--- src/hdl/fri_pkg.sv ---
// Constants shared by the free-running capture timer and its leaf modules.
// Assumes a 16-bit register port with word indices; nothing else.
`default_nettype none
// ****************************************************************
// Widths and counts
// ****************************************************************
package fri_pkg;
  localparam int CNT_W  = 16;
  localparam int ADDR_W = 4;
  localparam int N_CH   = 4;
  localparam int SEL_W  = 2;
  localparam int PRE_W  = 3;

  // ****************************************************************
  // Register indices
  // ****************************************************************
  localparam logic [ADDR_W-1:0] ADDR_COUNT     = 4'h0;
  localparam logic [ADDR_W-1:0] ADDR_CTRL      = 4'h1;
  localparam logic [ADDR_W-1:0] ADDR_CAP_CTRL  = 4'h2;
  localparam logic [ADDR_W-1:0] ADDR_CAP_STAT  = 4'h3;
  localparam logic [ADDR_W-1:0] ADDR_CAP_DATA0 = 4'h4;

  // ****************************************************************
  // Field positions
  // ****************************************************************
  localparam int CTRL_SEL_LSB  = 0;
  localparam int CTRL_CLR      = 2;
  localparam int CTRL_HALT     = 3;
  localparam int CTRL_OVF_IE   = 4;
  localparam int CTRL_OVF_XFER = 5;
  localparam int CTRL_OVF_FLAG = 6;
  localparam int CAP_EDGE_LSB  = 0;
  localparam int CAP_IE_LSB    = 8;
  localparam int CAP_XFER_LSB  = 12;

  // ****************************************************************
  // Reset values
  // ****************************************************************
  localparam logic [CNT_W-1:0] COUNT_RST = 16'h0000;
  localparam logic [SEL_W-1:0] SEL_RST   = 2'h0;

  // Edge selection per capture channel
  typedef enum logic [1:0] {
    FRI_EDGE_OFF  = 2'h0,
    FRI_EDGE_RISE = 2'h1,
    FRI_EDGE_FALL = 2'h2,
    FRI_EDGE_BOTH = 2'h3
  } fri_edge_t;
endpackage
`default_nettype wire

--- src/hdl/fri_prescaler.sv ---
// Machine clock divider giving the count-enable pulse of the timer.
// Assumes sel and run come from registers on the same clock.
`timescale 1ns/10ps
`default_nettype none
module fri_prescaler #(
  parameter int PRE_W = fri_pkg::PRE_W
) (
  input  wire logic                     ref_clk,
  input  wire logic                     arst_n,
  input  wire logic [fri_pkg::SEL_W-1:0] sel,
  input  wire logic                     run,
  input  wire logic                     restart,
  output logic                          tick
);
  // ****************************************************************
  // State
  // ****************************************************************
  typedef struct packed {
    logic [PRE_W-1:0] cnt;
  } fri_pre_state_t;

  fri_pre_state_t q;
  fri_pre_state_t next_q;
  logic [PRE_W-1:0] mask;

  // Ratio 8 needs three divider bits; refuse narrower builds
  if (PRE_W < 3) begin : g_bad_pre_w
    $error("fri_prescaler: PRE_W too small for four ratios");
  end

  // Ratio 1, 2, 4 or 8 by masking the low divider bits
  always_comb begin
    mask   = PRE_W'((1 << sel) - 1);
    tick   = run && ((q.cnt & mask) == mask);
    next_q = q;
    if (restart || !run) begin
      next_q.cnt = '0; // Restart keeps phase aligned to a clear
    end else begin
      next_q.cnt = q.cnt + 1'b1;
    end
  end

  // State register
  always_ff @(posedge ref_clk or negedge arst_n) begin
    if (!arst_n) begin
      q <= '0;
    end else begin
      q <= next_q;
    end
  end
endmodule
`default_nettype wire

--- src/hdl/fri_capture_chan.sv ---
// One capture channel: pin synchroniser, edge detector, captured count.
// Assumes pin is asynchronous and count is the live timer value.
`timescale 1ns/10ps
`default_nettype none
module fri_capture_chan #(
  parameter int WIDTH = fri_pkg::CNT_W
) (
  input  wire logic              ref_clk,
  input  wire logic              arst_n,
  input  wire logic              pin,
  input  wire fri_pkg::fri_edge_t edge_mode,
  input  wire logic [WIDTH-1:0]  count,
  output logic                   hit,
  output logic [WIDTH-1:0]       value
);
  // ****************************************************************
  // State
  // ****************************************************************
  typedef struct packed {
    logic             s1;
    logic             s2;
    logic             s3;
    logic             primed;
    logic             level;
    logic             hit;
    logic [WIDTH-1:0] value;
  } fri_cap_state_t;

  fri_cap_state_t q;
  fri_cap_state_t next_q;
  logic           agree;
  logic           rise;
  logic           fall;

  // A zero-width stamp cannot hold a count
  if (WIDTH < 1) begin : g_bad_width
    $error("fri_capture_chan: WIDTH must be positive");
  end

  // Three stages; a change counts once stages two and three agree
  always_comb begin
    next_q     = q;
    next_q.s1  = pin;
    next_q.s2  = q.s1;
    next_q.s3  = q.s2;
    agree      = (q.s2 == q.s3);
    rise       = agree && q.primed && q.s3 && !q.level;
    fall       = agree && q.primed && !q.s3 && q.level;
    if (agree) begin
      next_q.level  = q.s3;
      next_q.primed = 1'b1; // First agreement only learns the level
    end
    case (edge_mode)
      fri_pkg::FRI_EDGE_RISE: next_q.hit = rise;
      fri_pkg::FRI_EDGE_FALL: next_q.hit = fall;
      fri_pkg::FRI_EDGE_BOTH: next_q.hit = rise || fall;
      default:                next_q.hit = 1'b0;
    endcase
    if (next_q.hit) begin
      next_q.value = count;
    end
  end

  assign hit   = q.hit;
  assign value = q.value;

  // State register
  always_ff @(posedge ref_clk or negedge arst_n) begin
    if (!arst_n) begin
      q <= '0;
    end else begin
      q <= next_q;
    end
  end
endmodule
`default_nettype wire

--- src/hdl/fri_timer.sv ---
// Free-running 16-bit timer with four edge capture channels.
// Assumes a synchronous register port on ref_clk and asynchronous pins.
//
// Design decisions made here: the register addresses and the plain strobed port.
`timescale 1ns/10ps
`default_nettype none
module fri_timer #(
  parameter int N_CH = fri_pkg::N_CH
) (
  input  wire logic                        ref_clk,
  input  wire logic                        arst_n,
  input  wire logic [fri_pkg::ADDR_W-1:0]  reg_addr,
  input  wire logic [fri_pkg::CNT_W-1:0]   reg_wdata,
  input  wire logic                        reg_wr,
  input  wire logic                        reg_rd,
  output logic [fri_pkg::CNT_W-1:0]        reg_rdata,
  input  wire logic [N_CH-1:0]             cap_pin,
  output logic [fri_pkg::CNT_W-1:0]        timer_count_value,
  output logic                             ovf_irq,
  output logic                             ovf_xfer_req,
  input  wire logic                        ovf_xfer_ack,
  output logic [N_CH-1:0]                  cap_irq,
  output logic [N_CH-1:0]                  cap_xfer_req,
  input  wire logic [N_CH-1:0]             cap_xfer_ack
);
  localparam int W = fri_pkg::CNT_W;

  // ****************************************************************
  // State
  // ****************************************************************
  typedef struct packed {
    logic [W-1:0]              count;
    logic [fri_pkg::SEL_W-1:0] clk_sel;
    logic                      halt;
    logic                      ovf_ie;
    logic                      ovf_xfer;
    logic                      ovf_flag;
    logic [2*N_CH-1:0]         edge_sel;
    logic [N_CH-1:0]           cap_ie;
    logic [N_CH-1:0]           cap_xfer;
    logic [N_CH-1:0]           cap_flag;
    logic [W-1:0]              rdata;
  } fri_timer_state_t;

  fri_timer_state_t q;
  fri_timer_state_t next_q;

  logic               tick;
  logic               wr_count;
  logic               wr_ctrl;
  logic               wr_cap_ctrl;
  logic               wr_cap_stat;
  logic               clr_req;
  logic               ovf_set;
  logic               ovf_clr;
  logic [N_CH-1:0]    cap_hit;
  logic [N_CH-1:0]    cap_clr;
  logic [W-1:0]       cap_value [N_CH];
  logic [W-1:0]       rd_mux;

  // Register map holds exactly four capture data words
  if (N_CH != fri_pkg::N_CH) begin : g_bad_n_ch
    $error("fri_timer: N_CH must equal four");
  end

  // ****************************************************************
  // Address decode
  // ****************************************************************
  // Single-cycle write strobes per register
  assign wr_count    = reg_wr && (reg_addr == fri_pkg::ADDR_COUNT);
  assign wr_ctrl     = reg_wr && (reg_addr == fri_pkg::ADDR_CTRL);
  assign wr_cap_ctrl = reg_wr && (reg_addr == fri_pkg::ADDR_CAP_CTRL);
  assign wr_cap_stat = reg_wr && (reg_addr == fri_pkg::ADDR_CAP_STAT);
  assign clr_req     = wr_ctrl && reg_wdata[fri_pkg::CTRL_CLR];

  // ****************************************************************
  // Prescaler
  // ****************************************************************
  // A clear also restarts the divider so the first count is full length
  fri_prescaler #(
    .PRE_W   (fri_pkg::PRE_W)
  ) u_pre (
    .ref_clk (ref_clk),
    .arst_n  (arst_n),
    .sel     (q.clk_sel),
    .run     (!q.halt),
    .restart (clr_req),
    .tick    (tick)
  );

  // ****************************************************************
  // Capture channels
  // ****************************************************************
  // One unit per pin; channels are independent
  genvar gi;
  generate
    for (gi = 0; gi < N_CH; gi++) begin : g_ch
      fri_capture_chan #(
        .WIDTH     (W)
      ) u_ch (
        .ref_clk   (ref_clk),
        .arst_n    (arst_n),
        .pin       (cap_pin[gi]),
        .edge_mode (fri_pkg::fri_edge_t'(q.edge_sel[2*gi +: 2])),
        .count     (q.count),
        .hit       (cap_hit[gi]),
        .value     (cap_value[gi])
      );
    end
  endgenerate

  // ****************************************************************
  // Event flags
  // ****************************************************************
  // Overflow is the all-ones count taking a tick
  assign ovf_set = tick && (q.count == {W{1'b1}}) && !clr_req;
  // Software writes zero to the flag, or the transfer service acknowledges
  assign ovf_clr = (wr_ctrl && !reg_wdata[fri_pkg::CTRL_OVF_FLAG]) || ovf_xfer_ack;
  // Write one to clear capture flags, or acknowledge from transfer service
  assign cap_clr = (wr_cap_stat ? reg_wdata[N_CH-1:0] : '0) | cap_xfer_ack;

  // ****************************************************************
  // Read mux
  // ****************************************************************
  // Unmapped indices read zero; clear bit always reads zero
  always_comb begin
    rd_mux = '0;
    case (reg_addr)
      fri_pkg::ADDR_COUNT: begin
        rd_mux = q.count;
      end
      fri_pkg::ADDR_CTRL: begin
        rd_mux[fri_pkg::CTRL_SEL_LSB +: fri_pkg::SEL_W] = q.clk_sel;
        rd_mux[fri_pkg::CTRL_HALT]                      = q.halt;
        rd_mux[fri_pkg::CTRL_OVF_IE]                    = q.ovf_ie;
        rd_mux[fri_pkg::CTRL_OVF_XFER]                  = q.ovf_xfer;
        rd_mux[fri_pkg::CTRL_OVF_FLAG]                  = q.ovf_flag;
      end
      fri_pkg::ADDR_CAP_CTRL: begin
        rd_mux[fri_pkg::CAP_EDGE_LSB +: 2*N_CH] = q.edge_sel;
        rd_mux[fri_pkg::CAP_IE_LSB +: N_CH]     = q.cap_ie;
        rd_mux[fri_pkg::CAP_XFER_LSB +: N_CH]   = q.cap_xfer;
      end
      fri_pkg::ADDR_CAP_STAT: begin
        rd_mux[N_CH-1:0] = q.cap_flag;
      end
      default: begin
        for (int i = 0; i < N_CH; i++) begin
          if (reg_addr == fri_pkg::ADDR_CAP_DATA0 + fri_pkg::ADDR_W'(i)) begin
            rd_mux = cap_value[i];
          end
        end
      end
    endcase
  end

  // ****************************************************************
  // Next state
  // ****************************************************************
  always_comb begin
    next_q = q;

    // Counter: clear beats load beats tick
    if (clr_req) begin
      next_q.count = fri_pkg::COUNT_RST;
    end else if (wr_count && q.halt) begin
      next_q.count = reg_wdata;
    end else if (tick) begin
      next_q.count = q.count + 1'b1;
    end

    // Control fields
    if (wr_ctrl) begin
      next_q.clk_sel  = reg_wdata[fri_pkg::CTRL_SEL_LSB +: fri_pkg::SEL_W];
      next_q.halt     = reg_wdata[fri_pkg::CTRL_HALT];
      next_q.ovf_ie   = reg_wdata[fri_pkg::CTRL_OVF_IE];
      next_q.ovf_xfer = reg_wdata[fri_pkg::CTRL_OVF_XFER];
    end
    if (wr_cap_ctrl) begin
      next_q.edge_sel = reg_wdata[fri_pkg::CAP_EDGE_LSB +: 2*N_CH];
      next_q.cap_ie   = reg_wdata[fri_pkg::CAP_IE_LSB +: N_CH];
      next_q.cap_xfer = reg_wdata[fri_pkg::CAP_XFER_LSB +: N_CH];
    end

    // Sticky flags; a same-cycle event wins over its clear
    next_q.ovf_flag = (q.ovf_flag && !ovf_clr) || ovf_set;
    next_q.cap_flag = (q.cap_flag & ~cap_clr) | cap_hit;

    // Read data stands one cycle after the strobe
    next_q.rdata = reg_rd ? rd_mux : '0;
  end

  // ****************************************************************
  // Outputs
  // ****************************************************************
  // Request routed either to the processor or to the transfer service
  assign ovf_irq      = q.ovf_flag && q.ovf_ie && !q.ovf_xfer;
  assign ovf_xfer_req = q.ovf_flag && q.ovf_ie && q.ovf_xfer;
  assign cap_irq      = q.cap_flag & q.cap_ie & ~q.cap_xfer;
  assign cap_xfer_req = q.cap_flag & q.cap_ie & q.cap_xfer;
  assign timer_count_value = q.count;
  assign reg_rdata    = q.rdata;

  // ****************************************************************
  // State register
  // ****************************************************************
  // Everything resets to zero, counter included
  always_ff @(posedge ref_clk or negedge arst_n) begin
    if (!arst_n) begin
      q <= '0;
    end else begin
      q <= next_q;
    end
  end
endmodule
`default_nettype wire

--- config.mk ---
export PLATFORM = sky130hd
export DESIGN_NAME = fri_timer
export DESIGN_NICKNAME = d
export VERILOG_FILES = /design/src/hdl/fri_pkg.sv /design/src/hdl/fri_prescaler.sv /design/src/hdl/fri_capture_chan.sv /design/src/hdl/fri_timer.sv
export SDC_FILE = /design/constraint.sdc
export NUM_CORES = 1
export LEC_CHECK = 0
export ABC_AREA = 1
export BUFFER_PORTS_ARGS = -buffer_cell sky130_fd_sc_hd__buf_2
export CAP_MARGIN = 15
export CORE_MARGIN = 3
export CORE_UTILIZATION = 45
export DETAILED_ROUTE_END_ITERATION = 6
export SLEW_MARGIN = 20
export SYNTH_ARGS = -nofsm -noshare
export SYNTH_HDL_FRONTEND = slang
export SYNTH_SLANG_ARGS = --single-unit
--- constraint.sdc ---
create_clock -name ref_clk -period 1.5 [get_ports ref_clk]
set_input_delay 0.3 -clock ref_clk [delete_from_list [all_inputs] [get_ports ref_clk]]
set_output_delay 0.3 -clock ref_clk [all_outputs]
set_load 0.1 [all_outputs]
==> run metrics, run 1 <==
Yosys reg bits 149; Slew Limit Fails 0; largest incremental delay on the critical path 0.44 ns; GRT Util Overall 24.2%; Slew @ Worst Pin 0.972 ns; P&R area growth vs syn 34.5%; worst path arrival time 1.25 ns; Final min period 1.55 ns; drt wl/cell 16.8 um; # IOs 75; Pwr Density 1650 nW/um2; dpl hpwl 14500 um; First-pass DRT Iterations 5; P_leak 4.69 nW; core area 15300 um2; Crit path required time 1.20 ns; initial antenna violation count 0; total wire length 20600 um; Layout Skew 0.00725 ns; Overflow after GRT 0; critical path type flip-flop to output port; Setup WS post-layout -0.0484 ns; slowest CP cell dfrtp_2; Port Buf Inserts 74; Yosys Warn Count 0; Netlist Area Pre-Place 7120 um2; failing checks setup timing; detail-routed via count per cell 5.21; share of cells above drive strength 1 26.4%; FP Rows 45; DIE AREA 17400 um2; footprint of the multi-input gates 2800 um2; relative slew slack 35.0%; vias in the first global route 6137; Final #Nets 1040; number of CTS-inserted buffers 17; Final setup viols 10; largest net degree at the start of global routing 61; initial core utilization 46.5%; element type at the critical path start flip-flop; n_diodes 0; Vias 6398; Synthesized Nets 907; DRC Markers 0; CTS tree built; VDD IR max 1160 uV; Avg Synthesized Cell Area 8.17 um2; depth of the CTS H-tree 4; Cell Chain, Critical Path and3_4, buf_12; RSZ-0062 raised after global routing true; Post-Place Setup Slack -0.256 ns; Iter 0 DRT Violations 582; TritonCTS Sinks 149; sequential fraction of the synthesis area 52.4%; Max Cap Viol 0; Reg area 3750 um2; Routed Antenna Nets 0; # placed instances 1162; outcome finished, violations left; Final Hold Fails 0; global-route wire length before repair 33100 um; synthesized instance count 872; die width 132 um; Non-Filler Instances 1229; Hold/Removal Path Class input port to flip-flop; Max Root-Sink Buffers 2; crit end category output port; f_max 646 MHz; # fillers 1327; GPL Wtd Cong 0.896; Vert. Die Dim 132 um; Distinct cells, synth 32; CTS clk-pin slew, worst paths 0.06 ns; CP Max Fanout 3; Root Driver clkbuf_16; final period utilization 103%; later-pin clock latency in the skew report 0.43 ns
-- power by group --
part           internal, mW  switching [mW]  total, mW
registers              5.16           0.764       5.92
clock network          2.71            1.85       4.56
logic                  1.99            3.28       5.27
-- worst max-delay path, delay by kind of cell, from the launching register on --
kind	cells	cell delay [ns]
and+or+nand+nor	1	0.21
DFF	1	0.44
buffers and inverters	1	0.17
-- cell usage after synthesis, drive strengths merged --
| cell | number | area share [%] |
|---|---|---|
| inv | 81 | 4.3 |
| ha | 2 | 0.35 |
| buf | 46 | 4.5 |
| nor3 | 2 | 0.21 |
| o31ai | 7 | 0.74 |
| a21oi | 15 | 1.2 |
| nor2 | 70 | 4.0 |
| a211oi | 1 | 0.11 |
| a221oi | 14 | 1.7 |
| dfrtp | 149 | 52 |
| xor2 | 3 | 0.37 |
| clkbuf | 24 | 1.3 |
| xnor2 | 1 | 0.12 |
| and3 | 3 | 0.26 |
| o21ai | 119 | 8.4 |
| mux2 | 1 | 0.16 |
| o22ai | 1 | 0.088 |
| nand4 | 13 | 1.1 |
| nand2 | 235 | 13 |
| nand3 | 85 | 6.1 |
-- routing by layer --
metal  up-vias  routed length [um]  GRT usage, %
met2       208                9450          37.1
met4         0                 422          7.93
li1       3085                   -             -
met1      3084                9530          34.8
met5         -                   0             0
met3        21                1210          4.96
-- metrics by stage --
stage	total power, mW	instance area [um2]	setup TNS (ns)	util [%]	hold slack, ns
after floorplan	9.00	7150	-0.0914	-	0.00441
after global placement	10.7	8510	-6.08	55.5	0.145
after detailed placement	10.7	8510	-6.66	55.5	0.145
after CTS	15.6	9460	-0.474	61.8	0.0382
after global routing	16.6	9570	-0.604	62.5	0.0665
final	15.8	9570	-0.251	62.5	0.0555
-- final timing paths --
| check | end | startpoint | slack (ns) | cells past startpoint |
|---|---|---|---|---|
| hold reg to reg | g_ch[2].u_ch.next_q[19]$_DFF_PN0_ | g_ch[2].u_ch.next_q[20]$_DFF_PN0_ | 0.35 | 0 |
| setup / recovery | cap_xfer_req[1] | q[17]$_DFF_PN0_ | -0.05 | 2 |
| min in group asynchronous | g_ch[2].u_ch.q[18]$_DFFE_PN0N_ | arst_n | 0.27 | 2 |
| hold / removal | q[17]$_DFF_PN0_ | cap_xfer_ack[1] | 0.06 | 2 |
| setup reg to reg | q[36]$_DFF_PN0_ | timer_count_value[4]$_DFFE_PN0P_ | 0.11 | 7 |
| max in group asynchronous | timer_count_value[12]$_DFFE_PN0P_ | arst_n | 0.62 | 3 |
-- state kept, by name, indices dropped and copies added (netlist names) --
register           cells
g_ch.u_ch.value       64
q                     26
u_pre.q                3
timer_count_value     16
g_ch.u_ch.hit          4
g_ch.u_ch.next_q       8
reg_rdata             16
g_ch.u_ch.q           12
-- timing repair --
action | 4_1_cts | 5_1_grt
buffers inserted | 25 | 5
gates resized for setup | 32 | 25
hold endpoints to repair | 93 | 0
setup endpoints to repair | 27 | 37
pin swaps | 3 | 8
hold buffers | 5 | 0
-- cell usage in the layout (no fill, tap or decap), types with 12 or more instances in the layout --
cell / n
a221oi_1: 14
nand2_1: 226
o21ai_0: 99
a21oi_1: 14
nand3_1: 81
dfrtp_1: 134
o21ai_1: 20
buf_2: 34
inv_1: 74
nor2_4: 12
clkbuf_16: 17
buf_4: 97
buf_12: 41
nor2_1: 54
nand4_1: 13
dfrtp_2: 15
-- cells by family (layout without fill, tap and decap cells) --
group                    Yosys count  in the layout  share of synthesized area, %
AO/OA/AOI/OAI                    157            157                          12.2
XOR/XNOR                           4              4                         0.492
adder cells (fa/ha/maj)            2              2                         0.351
buffers and inverters            151            297                          10.1
flip-flops                       149            149                          52.4
multiplexers                       1              1                         0.158
AND/OR/NAND/NOR                  408            408                          24.3
-- cell type report --
| type | count | area share, % |
|---|---|---|
| flip-flops and latches | 149 | 39.1 |
| multi-input cells | 572 | 29.3 |
| repair buffers | 184 | 19.1 |
| clock buffers | 18 | 4.59 |
| inverters | 81 | 3.18 |
| well taps | 211 | 2.76 |
| clock inverters | 14 | 1.96 |
Note: power is estimated with default switching activity, not from simulation.
==> run 2, diff against run 1 <==
--- a/config.mk
+++ b/config.mk
@@ -14,4 +14,5 @@
 export SLEW_MARGIN = 20
 export SYNTH_ARGS = -nofsm -noshare
 export SYNTH_HDL_FRONTEND = slang
+export SYNTH_HIERARCHICAL = 1
 export SYNTH_SLANG_ARGS = --single-unit
==> run 2 against run 1 <==
The flow still finishes with violations (setup timing). Final cell count is 7.6% higher. First-iteration DRC count shrank 11%. Cell area up 3.7%. Worst hold slack improved by 0.0062 ns. Area after synthesis up 14%. Count of clock-buffer cells in the layout is 3 higher. Wire length grew 5.1%. Critical path type unchanged. Highest routed layer unchanged.
==> run metrics, run 2 <==
Final #Nets 1120; depth of the CTS H-tree 4; Vias 6737; share of cells above drive strength 1 25.5%; Vert. Die Dim 140 um; switching portion of total power 38.6%; relative slew slack 64.9%; critical path type flip-flop to output port; worst path arrival time 1.31 ns; Adder-Cell Fraction of Synth Area 0.309%; footprint of the multi-input gates 3210 um2; DRC Markers 0; share of the synthesized area in the top cell type 46.1%; number of flops mapped to enable cells by yosys 0; clock network fraction of design power 27.5%; core area 17400 um2; Post-Route Utilization 57.0%; Pint 10.2 mW; Iter 0 DRT Violations 518; Overflow after GRT 0; FP Rows 48; Reg area 3740 um2; vias in the first global route 6555; Crit path required time 1.20 ns; detail-routed via count per cell 5.09; top layer in use met4; Port Buf Inserts 74; die width 140 um; Fin Hold WS 0.0617 ns; element type at the critical path start flip-flop; Final min period 1.61 ns; global-route wire length before repair 35500 um; Yosys reg bits 149; Avg Synthesized Cell Area 7.92 um2; top cells by count, synth 313 x nand2_1, 149 x dfrtp_1, 111 x nand3_1; initial core utilization 46.4%; Final setup viols 10; P&R area growth vs syn 22.8%; P_leak 5.11 nW; RSZ-0062 raised after global routing true; largest net degree at the start of global routing 41; Reg power frac 35.7%; total negative slack -0.778 ns; crit end category output port; First-pass DRT Iterations 5; # fillers 1590; number of CTS-inserted buffers 17; asr flop ratio synth 100%; Layout Skew 0.0105 ns; GRT Util Overall 23.1%; Synth Area in XOR/XNOR 0.325%; total wire length 21700 um; Final Hold Fails 0; family with the most delay on the worst path flip-flops; outcome finished, violations left; # placed instances 1262; later-pin clock latency in the skew report 0.43 ns; dpl hpwl 15600 um; met3 wire length 1060 um; Yosys Warn Count 6; Synth Area in Simple Gates 30.8%; slowest CP cell dfrtp_1; n_diodes 0; CP Max Fanout 2; Max Cap Viol 0; commonest cells after routing, fill and taps aside 312 x nand2_1, 141 x dfrtp_1, 111 x nand3_1, 79 x inv_1, 74 x buf_4; TritonCTS Sinks 149; logic gate share of total power 36.8%; # IOs 75; WL met2 10200 um; Max Root-Sink Buffers 2; Crit path buffers/inverters 2; DIE AREA 19600 um2; Hold/Removal Path Class input port to flip-flop; leading area contributor after synthesis dfrtp_1; Non-Filler Instances 1323; Switch Pwr 6.42 mW; f_max 622 MHz; Cell Chain, Critical Path inv_2, nor3_4, buf_12; Netlist Area Pre-Place 8090 um2; GPL Wtd Cong 0.851; sequential fraction of the synthesis area 46.1%; main combinational cell family by area after synthesis simple AND/OR/NAND/NOR gates; synthesized instance count 1021; multiplexer share of the synthesized area 0.139%; Pwr Density 1680 nW/um2; initial antenna violation count 0; Slew Limit Fails 0; most numerous cell in the Yosys netlist nand2_1; Distinct cells, synth 33; Slew @ Worst Pin 0.527 ns; CTS tree built; Routed Antenna Nets 0; VDD IR max 1540 uV; failing checks setup timing; post-synthesis compound-gate area fraction 6.39%; Largest register FFs 64; Root Driver clkbuf_16; Synth Flop Type dfrtp_1; largest incremental delay on the critical path 0.37 ns; commonest non-fill, non-tap cell in the layout nand2_1; Synth area leaders dfrtp_1 46%, nand2_1 15%, buf_4 9.4%, nand3_1 6.9%, inv_1 4.3%; M1 WL 10200 um; drt wl/cell 16.4 um; final period utilization 107%; CTS clk-pin slew, worst paths 0.07 ns; Synthesized Nets 1056; Setup WS post-layout -0.108 ns
run 2: final timing paths:
kind                                              startpoint                                 to  slack (ns)  depth (start not counted)
max                                        q[24]$_DFFE_PN0P_                         cap_irq[0]       -0.11                          3
min                                             ovf_xfer_ack                    q[36]$_DFF_PN0_        0.06                          2
min reg2reg                g_ch[1].u_ch/next_q[20]$_DFF_PN0_  g_ch[1].u_ch/next_q[19]$_DFF_PN0_        0.35                          0
max in group asynchronous                             arst_n   timer_count_value[4]$_DFFE_PN0P_        0.57                          3
max reg2reg                 timer_count_value[0]$_DFFE_PN0P_  timer_count_value[10]$_DFFE_PN0P_        0.11                          9
min in group asynchronous                             arst_n                  q[21]$_DFFE_PN0P_        0.35                          2
run 2: through the flow:
step                      cell area, um2  worst slack [ns]  total power [mW]
after global routing                9930            -0.166              17.5
after detailed placement            8960            -0.102              11.6
after floorplan                     8190           -0.0249              10.7
final                               9930            -0.108              16.6
after global placement              8960            -0.104              11.5
after CTS                           9820            -0.130              16.5
run 2: cell families (layout without fill, tap and decap cells):
kind of cell / count (synthesis) / count (layout)
xor+xnor: 3 / 3
fa+ha+maj: 2 / 2
buf+inv: 227 / 304
simple gates: 547 / 547
compound gates: 92 / 92
flops: 149 / 149
mux: 1 / 1
run 2: area by class of cell:
| cell class | count | share of cell area (%) |
|---|---|---|
| well taps | 225 | 2.84 |
| clock inverters | 11 | 1.74 |
| multi-input cells | 645 | 32.3 |
| inverters | 102 | 3.88 |
| repair buffers | 170 | 17.1 |
| flip-flops and latches | 149 | 37.7 |
| clock buffers | 21 | 4.54 |
run 2: per-layer routing:
| metal | vias to the layer above | global-route usage [%] |
|---|---|---|
| li1 | 3272 | - |
| met1 | 3239 | 33.1 |
| met2 | 206 | 36.4 |
| met3 | 20 | 4.61 |
| met4 | 0 | 5.30 |
| met5 | - | 0 |
run 2: timing repair:
item	CTS	global route
gates resized for setup	25	24
hold buffers	5	0
hold endpoints to repair	30	0
pin swaps	4	3
endpoints found under the setup margin	27	41
buffers inserted	18	6
run 2: power groups by stage:
stage / combinational, mW / clock [mW] / sequential (mW)
after detailed placement: 5.58 / 0 / 6.05
after floorplan: 4.72 / 0 / 5.96
after global routing: 6.63 / 4.81 / 6.08
after CTS: 5.96 / 4.64 / 5.94
after global placement: 5.51 / 0 / 6.04
final: 6.12 / 4.58 / 5.94
